## config.mk

```make
export PLATFORM = sky130hd
export DESIGN_NAME = acsi_top
export DESIGN_NICKNAME = d
export VERILOG_FILES = /design/src/acsi_pkg.sv /design/src/acsi_cfg_mem.sv /design/src/acsi_top.sv
export SDC_FILE = /design/constraint.sdc
export NUM_CORES = 1
export LEC_CHECK = 0
export BUFFER_PORTS_ARGS = -buffer_cell sky130_fd_sc_hd__buf_2
export CAP_MARGIN = 5
export CORE_MARGIN = 1.5
export CORE_UTILIZATION = 50
export DETAILED_ROUTE_END_ITERATION = 10
export PLACE_DENSITY = 0.7
export RECOVER_POWER = 100
export SLEW_MARGIN = 20
export SYNTH_ARGS = -nofsm -noshare
export SYNTH_HDL_FRONTEND = slang
export SYNTH_HIERARCHICAL = 1
export SYNTH_SLANG_ARGS = --single-unit
export TNS_END_PERCENT = 20
```

## constraint.sdc

```tcl
create_clock -name clock -period 5.4 [get_ports clock]
set_input_delay 1.62 -clock clock [delete_from_list [all_inputs] [get_ports clock]]
set_output_delay 1.62 -clock clock [all_outputs]
set_load 0.01 [all_outputs]
```

## src/acsi_pkg.sv

```systemverilog
// Constants and carrier types for the analog channel status image block
// Functional notes
// - Eight 16-bit image words; config bit 15 picks data (1) or status (0).
// - Status bit 0 sets only after enable, configuration and one acquired sample.
// - Status bits 5:1 echo the configured input type code.
// - Status bits 7:6 echo the configured data format.
// - Status bits 9:8 echo the configured open-circuit response.
// - Voltage and 0-20 mA types need open-circuit disabled, else configuration error.
// - Status bits 11:10 echo the configured filter frequency.
// - Status bit 12 flags an open input or a shorted RTD input.
// - Open cold-junction sensor flags open circuit on thermocouple and CJC channels.
// - Cold-junction range error flags open circuit on thermocouple channels.
// - Status bit 13 flags input at or below the lower sensor limit.
// - Status bit 14 flags input at or above the upper sensor limit.
// - Status bit 15 flags invalid configuration or converter acquisition failure.
// - Auto-calibration tolerance failure also sets the channel error bit.
// - Data word keeps updating during calibration tolerance errors.
// - Error bits clear by themselves once the condition is gone.
// - A disabled channel reports an all-zero status word.
// - A disabled channel has its data word reset to zero.
package acsi_pkg;

	// ---------------------------------------------------------------
	// Sizes and register map
	// ---------------------------------------------------------------
	localparam int          NUM_CH       = 8;
	localparam int          ADDR_W       = 7;
	localparam logic [6:0]  OFS_CFG_BASE = 7'h00;
	localparam logic [6:0]  OFS_IMG_BASE = 7'h20;
	localparam logic [6:0]  OFS_IRQ_STAT = 7'h40;
	localparam logic [6:0]  OFS_IRQ_MASK = 7'h44;
	localparam logic [1:0]  RESP_OKAY    = 2'h0;
	localparam logic [1:0]  RESP_SLVERR  = 2'h2;
	localparam logic [15:0] DATA_RST     = 16'h0000;

	// ---------------------------------------------------------------
	// Configuration and status word fields
	// ---------------------------------------------------------------
	localparam int CFG_EN_BIT   = 0;
	localparam int CFG_TYPE_LSB = 1;
	localparam int CFG_FMT_LSB  = 6;
	localparam int CFG_OC_LSB   = 8;
	localparam int CFG_FILT_LSB = 11;
	localparam int CFG_RTD_BIT  = 13;
	localparam int CFG_IMG_BIT  = 15;
	localparam int CFG_SEEN_W   = 14;
	localparam int ST_RUN_BIT   = 0;
	localparam int ST_TYPE_LSB  = 1;
	localparam int ST_FMT_LSB   = 6;
	localparam int ST_OC_LSB    = 8;
	localparam int ST_FILT_LSB  = 10;
	localparam int ST_ERR_LSB   = 12;
	localparam int ERR_OPEN     = 0;
	localparam int ERR_UNDER    = 1;
	localparam int ERR_OVER     = 2;
	localparam int ERR_CHAN     = 3;
	localparam int IRQ_ERR_LSB  = 0;
	localparam int IRQ_RDY_LSB  = 8;

	// ---------------------------------------------------------------
	// Input type codes and related constants
	// ---------------------------------------------------------------
	localparam logic [4:0] TYPE_NOOC_MA    = 5'h01;
	localparam logic [4:0] TYPE_NOOC_FIRST = 5'h05;
	localparam logic [4:0] TYPE_NOOC_LAST  = 5'h09;
	localparam logic [4:0] TYPE_TC_FIRST   = 5'h0a;
	localparam logic [4:0] TYPE_TC_LAST    = 5'h11;
	localparam logic [4:0] TYPE_INV_FIRST  = 5'h12;
	localparam logic [4:0] TYPE_INV_LAST   = 5'h1d;
	localparam logic [4:0] TYPE_TC_C       = 5'h1e;
	localparam logic [4:0] TYPE_CJC        = 5'h1f;
	localparam logic [1:0] OC_DISABLED     = 2'h3;
	localparam logic [2:0] RTD_FIRST_CH    = 3'h4;

	// ---------------------------------------------------------------
	// Synchroniser layout: four pin flags per channel, two CJC flags
	// ---------------------------------------------------------------
	localparam int FLAG_W       = 4;
	localparam int FL_OVER      = 0;
	localparam int FL_UNDER     = 1;
	localparam int FL_SHORT     = 2;
	localparam int FL_OPEN      = 3;
	localparam int SY_CJC_OPEN  = NUM_CH * FLAG_W;
	localparam int SY_CJC_RANGE = SY_CJC_OPEN + 1;
	localparam int SYNC_W       = SY_CJC_RANGE + 1;

	typedef enum logic [1:0] {
		CH_OFF    = 2'b00,
		CH_CONFIG = 2'b01,
		CH_RUN    = 2'b10
	} acsi_chan_e;

	typedef enum logic [2:0] {
		RG_CFG = 3'b000,
		RG_IMG = 3'b001,
		RG_IST = 3'b010,
		RG_IMK = 3'b011,
		RG_BAD = 3'b100
	} acsi_region_e;

	typedef struct packed {
		logic              awvalid;
		logic [ADDR_W-1:0] awaddr;
		logic              wvalid;
		logic [31:0]       wdata;
		logic [3:0]        wstrb;
		logic              bready;
		logic              arvalid;
		logic [ADDR_W-1:0] araddr;
		logic              rready;
	} acsi_axi_req_s;

	typedef struct packed {
		logic        awready;
		logic        wready;
		logic        bvalid;
		logic [1:0]  bresp;
		logic        arready;
		logic        rvalid;
		logic [31:0] rdata;
		logic [1:0]  rresp;
	} acsi_axi_rsp_s;

	typedef struct packed {
		logic [15:0] sampleData;
		logic        sampleValid;
		logic        adcFault;
		logic        calTolErr;
		logic        openDet;
		logic        rtdShort;
		logic        underRange;
		logic        overRange;
	} acsi_fe_s;

	typedef struct packed {
		logic [NUM_CH-1:0][15:0] word;
		logic [15:0]             rdA;
		logic [15:0]             rdB;
	} acsi_mem_s;

	typedef struct packed {
		logic [SYNC_W-1:0]               syA;
		logic [SYNC_W-1:0]               syB;
		acsi_chan_e [NUM_CH-1:0]         chSt;
		logic [NUM_CH-1:0][CFG_SEEN_W-1:0] cfgSeen;
		logic [NUM_CH-1:0][15:0]         dataWord;
		logic [NUM_CH-1:0][15:0]         image;
		logic [NUM_CH-1:0][3:0]          errs;
		logic [NUM_CH-1:0]               chanEn;
		logic [NUM_CH-1:0]               cfgLoad;
		logic [2:0]                      scanIdx;
		logic [2:0]                      scanPrev;
		logic [15:0]                     ist;
		logic [15:0]                     imk;
		logic                            irq;
		logic                            awready;
		logic                            awHeld;
		logic [ADDR_W-1:0]               awAddr;
		logic                            wready;
		logic                            wHeld;
		logic [15:0]                     wData;
		logic [1:0]                      wStrb;
		logic                            bvalid;
		logic [1:0]                      bresp;
		logic                            arready;
		logic                            rdPh;
		logic [ADDR_W-1:0]               rdAddr;
		logic                            rvalid;
		logic [31:0]                     rdata;
		logic [1:0]                      rresp;
	} acsi_top_s;

endpackage

```

## src/acsi_cfg_mem.sv

```systemverilog
// Channel configuration word store with two registered read ports
`timescale 1ns/100ps
module acsi_cfg_mem import acsi_pkg::*; (
	input  wire logic        clock,   // 200 MHz clock
	input  wire logic        resetn,  // Async reset, active low
	input  wire logic        wrEn,    // Write strobe
	input  wire logic [2:0]  wrAddr,  // Channel to write
	input  wire logic [15:0] wrData,  // Write data
	input  wire logic [1:0]  wrBe,    // Byte enables
	input  wire logic [2:0]  rdAddrA, // Scan read channel
	output logic      [15:0] rdDataA, // Scan read data
	input  wire logic [2:0]  rdAddrB, // Bus read channel
	output logic      [15:0] rdDataB  // Bus read data
);

	acsi_mem_s mem_ff;
	acsi_mem_s nxt_mem;

	// Byte-lane write; reads return the old word on a collision
	always_comb begin
		nxt_mem = mem_ff;
		for (int b = 0; b < 2; b++) begin
			if (wrEn && wrBe[b]) begin
				nxt_mem.word[wrAddr][b*8 +: 8] = wrData[b*8 +: 8];
			end
		end
		nxt_mem.rdA = mem_ff.word[rdAddrA];
		nxt_mem.rdB = mem_ff.word[rdAddrB];
	end

	// All channels come up disabled
	always_ff @(posedge clock or negedge resetn) begin
		if (!resetn) begin
			mem_ff <= '0;
		end else begin
			mem_ff <= nxt_mem;
		end
	end

	assign rdDataA = mem_ff.rdA;
	assign rdDataB = mem_ff.rdB;

endmodule

```

## src/acsi_top.sv

```systemverilog
// Eight-channel input image builder with AXI4-Lite register access
//
// Register access over AXI4-Lite and the placing of the registers were chosen for this implementation.
`timescale 1ns/100ps
module acsi_top import acsi_pkg::*; (
	input  wire logic                    clock,       // 200 MHz clock
	input  wire logic                    resetn,      // Async reset, active low
	input  wire acsi_axi_req_s           axiReq,      // AXI4-Lite master signals
	output acsi_axi_rsp_s                axiRsp,      // AXI4-Lite slave signals
	input  wire acsi_fe_s [NUM_CH-1:0]   feIn,        // Per-channel front end
	input  wire logic                    cjcOpen,     // Cold-junction sensor open
	input  wire logic                    cjcRangeErr, // Cold-junction out of range
	output logic [NUM_CH-1:0][15:0]      imageWord,   // Input image words
	output logic [NUM_CH-1:0]            chanEnable,  // Channel acquisition enable
	output logic [NUM_CH-1:0]            cfgLoad,     // Load new config pulse
	output logic                         irq          // Level interrupt
);

	acsi_top_s   st_ff;
	acsi_top_s   nxt_st;
	logic [15:0] memRdA;
	logic [15:0] memRdB;
	logic        memWe;

	// ---------------------------------------------------------------
	// Decode and classification helpers
	// ---------------------------------------------------------------

	// Word-aligned decode; low address bits are ignored
	function automatic acsi_region_e regionOf(input logic [ADDR_W-1:0] a);
		logic [ADDR_W-1:0] w;
		w = {a[ADDR_W-1:2], 2'b00};
		if (w[6:5] == OFS_CFG_BASE[6:5]) begin
			regionOf = RG_CFG;
		end else if (w[6:5] == OFS_IMG_BASE[6:5]) begin
			regionOf = RG_IMG;
		end else if (w == OFS_IRQ_STAT) begin
			regionOf = RG_IST;
		end else if (w == OFS_IRQ_MASK) begin
			regionOf = RG_IMK;
		end else begin
			regionOf = RG_BAD;
		end
	endfunction

	// Lane-wise merge of the low two bytes
	function automatic logic [15:0] byteMerge(
		input logic [15:0] old,
		input logic [15:0] upd,
		input logic [1:0]  be
	);
		byteMerge = old;
		for (int b = 0; b < 2; b++) begin
			if (be[b]) begin
				byteMerge[b*8 +: 8] = upd[b*8 +: 8];
			end
		end
	endfunction

	function automatic logic isTc(input logic [4:0] t);
		isTc = (t >= TYPE_TC_FIRST && t <= TYPE_TC_LAST) || t == TYPE_TC_C;
	endfunction

	function automatic logic noOcType(input logic [4:0] t);
		noOcType = t == TYPE_NOOC_MA || (t >= TYPE_NOOC_FIRST && t <= TYPE_NOOC_LAST);
	endfunction

	// Bad type code, illegal open-circuit choice, or RTD on a low channel
	function automatic logic cfgInvalid(input logic [15:0] c, input logic [2:0] ch);
		logic [4:0] t;
		t = c[CFG_TYPE_LSB +: 5];
		cfgInvalid = 1'b0;
		if (t >= TYPE_INV_FIRST && t <= TYPE_INV_LAST) begin
			cfgInvalid = 1'b1;
		end
		if (noOcType(t) && c[CFG_OC_LSB +: 2] != OC_DISABLED) begin
			cfgInvalid = 1'b1;
		end
		if (c[CFG_RTD_BIT] && ch < RTD_FIRST_CH) begin
			cfgInvalid = 1'b1;
		end
	endfunction

	// Status word; all zero when the channel is disabled
	function automatic logic [15:0] statusWord(
		input logic [15:0] c,
		input logic        run,
		input logic [3:0]  err
	);
		statusWord = 16'h0000;
		if (c[CFG_EN_BIT]) begin
			statusWord[ST_RUN_BIT] = run;
			statusWord[ST_TYPE_LSB +: 5] = c[CFG_TYPE_LSB +: 5];
			statusWord[ST_FMT_LSB +: 2] = c[CFG_FMT_LSB +: 2];
			statusWord[ST_OC_LSB +: 2] = c[CFG_OC_LSB +: 2];
			statusWord[ST_FILT_LSB +: 2] = c[CFG_FILT_LSB +: 2];
			statusWord[ST_ERR_LSB +: 4] = err;
		end
	endfunction

	// ---------------------------------------------------------------
	// Configuration store
	// ---------------------------------------------------------------

	// Writes land one cycle after both halves of a write are held
	assign memWe = st_ff.awHeld && st_ff.wHeld && !st_ff.bvalid &&
		regionOf(st_ff.awAddr) == RG_CFG;

	acsi_cfg_mem u_cfg_mem (
		.clock   (clock),
		.resetn  (resetn),
		.wrEn    (memWe),
		.wrAddr  (st_ff.awAddr[4:2]),
		.wrData  (st_ff.wData),
		.wrBe    (st_ff.wStrb),
		.rdAddrA (st_ff.scanIdx),
		.rdDataA (memRdA),
		.rdAddrB (axiReq.araddr[4:2]),
		.rdDataB (memRdB)
	);

	// ---------------------------------------------------------------
	// Next-state logic
	// ---------------------------------------------------------------
	always_comb begin
		logic [15:0]       cfg;
		logic [2:0]        ch;
		logic [4:0]        typ;
		logic [3:0]        err;
		logic [NUM_CH-1:0] errSet;
		logic [NUM_CH-1:0] rdySet;
		logic [15:0]       istClr;
		logic              cjcOpenS;
		logic              cjcRangeS;
		acsi_region_e      rg;
		cfg       = memRdA;
		ch        = st_ff.scanPrev;
		typ       = memRdA[CFG_TYPE_LSB +: 5];
		err       = 4'h0;
		errSet    = '0;
		rdySet    = '0;
		istClr    = 16'h0000;
		cjcOpenS  = st_ff.syB[SY_CJC_OPEN];
		cjcRangeS = st_ff.syB[SY_CJC_RANGE];
		rg        = RG_BAD;
		nxt_st    = st_ff;

		// Pin flags pass two flops before use
		for (int c = 0; c < NUM_CH; c++) begin
			nxt_st.syA[c*FLAG_W +: FLAG_W] = {feIn[c].openDet, feIn[c].rtdShort,
				feIn[c].underRange, feIn[c].overRange};
		end
		nxt_st.syA[SY_CJC_OPEN]  = cjcOpen;
		nxt_st.syA[SY_CJC_RANGE] = cjcRangeErr;
		nxt_st.syB = st_ff.syA;

		// Sample capture runs regardless of error state
		for (int c = 0; c < NUM_CH; c++) begin
			if (feIn[c].sampleValid && st_ff.chSt[c] != CH_OFF) begin
				nxt_st.dataWord[c] = feIn[c].sampleData;
				if (st_ff.chSt[c] == CH_CONFIG) begin
					nxt_st.chSt[c] = CH_RUN;
					rdySet[c] = 1'b1;
				end
			end
		end

		// Round-robin scan; memory read lags the index by one cycle
		nxt_st.scanIdx  = st_ff.scanIdx + 3'h1;
		nxt_st.scanPrev = st_ff.scanIdx;
		nxt_st.cfgLoad  = '0;
		if (!cfg[CFG_EN_BIT]) begin
			nxt_st.chSt[ch]   = CH_OFF;
			nxt_st.errs[ch]   = 4'h0;
			nxt_st.chanEn[ch] = 1'b0;
			nxt_st.dataWord[ch] = DATA_RST;
		end else begin
			nxt_st.chanEn[ch] = 1'b1;
			if (st_ff.chSt[ch] == CH_OFF ||
				cfg[CFG_SEEN_W-1:0] != st_ff.cfgSeen[ch]) begin
				nxt_st.chSt[ch]    = CH_CONFIG;
				nxt_st.cfgLoad[ch] = 1'b1;
			end
			nxt_st.cfgSeen[ch] = cfg[CFG_SEEN_W-1:0];
			err[ERR_OPEN] = st_ff.syB[ch*FLAG_W + FL_OPEN] |
				st_ff.syB[ch*FLAG_W + FL_SHORT];
			if (cjcOpenS && (isTc(typ) || typ == TYPE_CJC)) begin
				err[ERR_OPEN] = 1'b1;
			end
			if (cjcRangeS && isTc(typ)) begin
				err[ERR_OPEN] = 1'b1;
			end
			err[ERR_UNDER] = st_ff.syB[ch*FLAG_W + FL_UNDER];
			err[ERR_OVER] = st_ff.syB[ch*FLAG_W + FL_OVER];
			err[ERR_CHAN] = cfgInvalid(cfg, ch) | feIn[ch].adcFault;
			if (feIn[ch].calTolErr) begin
				err[ERR_CHAN] = 1'b1;
			end
			nxt_st.errs[ch] = err;
			if (err != 4'h0 && st_ff.errs[ch] == 4'h0) begin
				errSet[ch] = 1'b1;
			end
		end
		// data or status per select bit
		if (cfg[CFG_IMG_BIT]) begin
			nxt_st.image[ch] = nxt_st.dataWord[ch];
		end else begin
			nxt_st.image[ch] = statusWord(cfg, nxt_st.chSt[ch] == CH_RUN,
				nxt_st.errs[ch]);
		end

		// Write channel: address and data taken in either order
		if (axiReq.awvalid && st_ff.awready) begin
			nxt_st.awHeld = 1'b1;
			nxt_st.awAddr = axiReq.awaddr;
		end
		if (axiReq.wvalid && st_ff.wready) begin
			nxt_st.wHeld = 1'b1;
			nxt_st.wData = axiReq.wdata[15:0];
			nxt_st.wStrb = axiReq.wstrb[1:0];
		end
		if (st_ff.bvalid && axiReq.bready) begin
			nxt_st.bvalid = 1'b0;
		end
		if (st_ff.awHeld && st_ff.wHeld && !st_ff.bvalid) begin
			nxt_st.awHeld = 1'b0;
			nxt_st.wHeld  = 1'b0;
			nxt_st.bvalid = 1'b1;
			nxt_st.bresp  = RESP_OKAY;
			rg = regionOf(st_ff.awAddr);
			if (rg == RG_IST) begin
				istClr = byteMerge(16'h0000, st_ff.wData, st_ff.wStrb);
			end else if (rg == RG_IMK) begin
				nxt_st.imk = byteMerge(st_ff.imk, st_ff.wData, st_ff.wStrb);
			end else if (rg != RG_CFG) begin
				// Image words are read-only; unmapped is an error too
				nxt_st.bresp = RESP_SLVERR;
			end
		end
		// No new write until the response has been taken
		nxt_st.awready = !nxt_st.awHeld && !nxt_st.bvalid;
		nxt_st.wready  = !nxt_st.wHeld && !nxt_st.bvalid;

		// Read channel: one cycle to fetch, then respond
		if (axiReq.arvalid && st_ff.arready) begin
			nxt_st.rdPh   = 1'b1;
			nxt_st.rdAddr = axiReq.araddr;
		end
		if (st_ff.rvalid && axiReq.rready) begin
			nxt_st.rvalid = 1'b0;
		end
		if (st_ff.rdPh) begin
			nxt_st.rdPh   = 1'b0;
			nxt_st.rvalid = 1'b1;
			nxt_st.rresp  = RESP_OKAY;
			nxt_st.rdata  = 32'h0000_0000;
			rg = regionOf(st_ff.rdAddr);
			if (rg == RG_CFG) begin
				nxt_st.rdata[15:0] = memRdB;
			end else if (rg == RG_IMG) begin
				nxt_st.rdata[15:0] = st_ff.image[st_ff.rdAddr[4:2]];
			end else if (rg == RG_IST) begin
				nxt_st.rdata[15:0] = st_ff.ist;
			end else if (rg == RG_IMK) begin
				nxt_st.rdata[15:0] = st_ff.imk;
			end else begin
				nxt_st.rresp = RESP_SLVERR;
			end
		end
		nxt_st.arready = !nxt_st.rdPh && !nxt_st.rvalid;

		// Sticky events; a set in the clearing cycle wins
		nxt_st.ist = (st_ff.ist & ~istClr) |
			{rdySet, errSet} << IRQ_ERR_LSB;
		nxt_st.irq = |(nxt_st.ist & nxt_st.imk);
	end

	// ---------------------------------------------------------------
	// State register
	// ---------------------------------------------------------------

	// Ready flags rise on the first edge after reset release
	always_ff @(posedge clock or negedge resetn) begin
		if (!resetn) begin
			st_ff <= '0;
		end else begin
			st_ff <= nxt_st;
		end
	end

	// ---------------------------------------------------------------
	// Outputs, all straight from the state register
	// ---------------------------------------------------------------
	assign axiRsp.awready = st_ff.awready;
	assign axiRsp.wready  = st_ff.wready;
	assign axiRsp.bvalid  = st_ff.bvalid;
	assign axiRsp.bresp   = st_ff.bresp;
	assign axiRsp.arready = st_ff.arready;
	assign axiRsp.rvalid  = st_ff.rvalid;
	assign axiRsp.rdata   = st_ff.rdata;
	assign axiRsp.rresp   = st_ff.rresp;
	assign imageWord      = st_ff.image;
	assign chanEnable     = st_ff.chanEn;
	assign cfgLoad        = st_ff.cfgLoad;
	assign irq            = st_ff.irq;

endmodule

```

==> results_dict.tcl <==
set metrics [dict create \
    r2r_slack_ns 0.70 \
    grt_first_pass_wirelength_um 152000 \
    drtAntennaViolNets 0 \
    critPathLaunch "st_ff[110]$_DFF_PN0_" \
    vias 24400 \
    rsz0062_at_grt "false" \
    dp.cells 3878 \
    start_util_pct 50.5 \
    synth_area_um2 34500 \
    crit_arrival_ns 5.18 \
    period_needed_ns 4.70 \
    cts_setup_buffers 0 \
    clk_pin_slew_ns 0.06 \
    cts_tree "done" \
    min_period_over_period_pct 87.1 \
    numCtsBuffers 80 \
    grt_use_met1_pct 37.5 \
    gp_congestion 0.938 \
    yosys_warnings 6 \
    failed_checks "max-capacitance violations, max-slew violations" \
    final_cells 4027 \
    tightest_slew_ns 2.97 \
    cts_root_buf "clkbuf_16" \
    grtUsageTotal_pct 28.4 \
    drive_gt1_share_pct 24.9 \
    rows 96 \
    detail_route.vias_per_cell 6.06 \
    maxCapViolCount 14 \
    nNetsFinal 3323 \
    critPathLaunchType "flop" \
    antenna_found_initial 5 \
    total_power_mw 17.7 \
    use_met2_pct 44.6 \
    maxSlewHeadroom_pct -98.3 \
    syn_to_final_growth_pct 10.5 \
    cts_hold_buffers 0 \
    crit_required_ns 5.87 \
    clock_sinks 752 \
    grtUsageMet3_pct 5.31 \
    fin_worst_skew_ns 0.0258 \
    gr-total-overflow 0 \
    fin_tns_setup_ns 0 \
    io_buffers 388 \
    critical_path_class "flop to flop" \
    wirelength_um 101000 \
    dr.pass1.iters 6 \
    die_h_um 266 \
    ctsHtreeMaxLevel 3 \
    hold_viol 0 \
    fmax_mhz 213 \
    crit_end "imageWord[42]$_DFFE_PN0P_" \
    p_leak_nw 17.8 \
    core_area_um2 68500 \
    die_x_um 266 \
    cts_max_path_buffers 3 \
    r2r_cells 10 \
    io-pin-count 429 \
    synth.avg_cell_area_um2 11.8 \
    wire_per_inst_um 25.1 \
    powerDensity_nw_per_um2 464 \
    r2r_start "st_ff[110]$_DFF_PN0_" \
    critPathCaptureType "flop" \
    status "finished with violations" \
    grt-busiest-layer "met2" \
    hold_ws_ns 0.339 \
    drc_errors 0 \
    insertion_delay_ns 0.63 \
    peakVddDrop_mv 0.282 \
    drt-initial-drc-count 2676 \
    utilization_pct 55.8 \
    cp_max_fo 45 \
    grt_max_degree 139 \
    slew_violations 639 \
    r2r_end "imageWord[42]$_DFFE_PN0P_" \
    finalSetupViolCount 0 \
    dieArea_um2 70700 \
    fill_cells 5667 \
    dp_hpwl_um 70700 \
    grt_pass1_vias 24400 \
    worstHoldPathType "flop to flop" \
    netlist_instances 2932 \
    cts_resized 0 \
]
==> power by group <==
group	total [mW]	internal, mW	leakage (nW)	switching (mW)
combinational	3.83	1.75	6.31	2.08
sequential	8.15	6.94	10.1	1.22
clock	5.72	3.43	1.36	2.28
==> how the worst min path moves through the flow <==
stage | from | endpoint | slack (ns) | depth (start not counted)
final | nxt_st[571]$_DFF_PN0_ | st_ff[571]$_DFF_PN0_ | 0.34 | 0
after global routing | nxt_st[571]$_DFF_PN0_ | st_ff[571]$_DFF_PN0_ | 0.35 | 0
after CTS | nxt_st[571]$_DFF_PN0_ | st_ff[571]$_DFF_PN0_ | 0.34 | 0
after detailed placement | nxt_st[551]$_DFF_PN0_ | st_ff[551]$_DFF_PN0_ | 0.34 | 0
after global placement | nxt_st[571]$_DFF_PN0_ | st_ff[571]$_DFF_PN0_ | 0.34 | 0
after floorplan | nxt_st[547]$_DFF_PN0_ | st_ff[547]$_DFF_PN0_ | 0.33 | 0
==> per-stage QoR <==
stage / cell area (µm²) / setup WS [ns]
3_3_place_gp: 35800 / 1.01
6_report: 38200 / 0.698
2_1_floorplan: 34600 / 1.89
3_5_place_dp: 35800 / 0.999
4_1_cts: 38600 / 1.26
5_1_grt: 38200 / 0.497
==> worst max-delay path, cell delays in order (launching register included) <==
cell and delay (ns):
dfrtp_1 1.01, buf_4 0.39, nand3_1 0.25, buf_4 0.39
nor2_1 0.33, clkbuf_1 0.78, nor2_1 0.17, o22ai_1 0.25
a211oi_1 0.13, a21oi_1 0.64, o21ai_0 0.18
==> registers in the layout, indices dropped and copies added (netlist names), named ones only <==
name,count
cfgLoad,8
imageWord,128
u_cfg_mem/rdDataA,15
nxt_st,37
u_cfg_mem/rdDataB,16
axiRsp,23
u_cfg_mem/mem_ff,128
st_ff,388
irq,1
==> cell type report <==
class,count,area (µm²),share of cell area [%]
Tap cell,882,1100,2.89
Antenna cell,3,7.51,0.0197
Clock inverter,33,483,1.27
Sequential cell,752,18800,49.3
Multi-Input combinational cell,1762,13200,34.6
Clock buffer,112,2270,5.95
Inverter,32,120,0.315
Timing Repair Buffer,451,2140,5.62
==> layer usage <==
metal  vias to the layer above  share of wire [%]
li1                      10400                  -
met5                         -              0.020
met1                     12500                 39
met4                         4                5.7
met2                      1175                 47
met3                       266                7.9
==> placed cells by master, fill, tap and decap left out, drive strengths merged, types with 5 or more instances in the layout <==
| cell type | count |
|---|---|
| mux2i | 106 |
| a21oi | 85 |
| or3 | 18 |
| mux4 | 112 |
| dfrtp | 752 |
| nand3b | 6 |
| mux2 | 303 |
| o22ai | 43 |
| o41a | 9 |
| o21a | 13 |
| xnor2 | 5 |
| conb | 18 |
| nor2b | 21 |
| clkbuf | 313 |
| inv | 31 |
| a211oi | 6 |
| nand2 | 405 |
| nor2 | 145 |
| o21ai | 284 |
| clkinv | 24 |
| bufinv | 10 |
| a2111oi | 11 |
| o2bb2ai | 8 |
| a31oi | 6 |
| nor3 | 18 |
| nand3 | 10 |
| o211ai | 23 |
| o221ai | 9 |
| nand2b | 16 |
| nand4 | 5 |
| a22oi | 7 |
| xor2 | 5 |
| nor4 | 11 |
| buf | 250 |
Note: power is estimated with default switching activity, not from simulation.
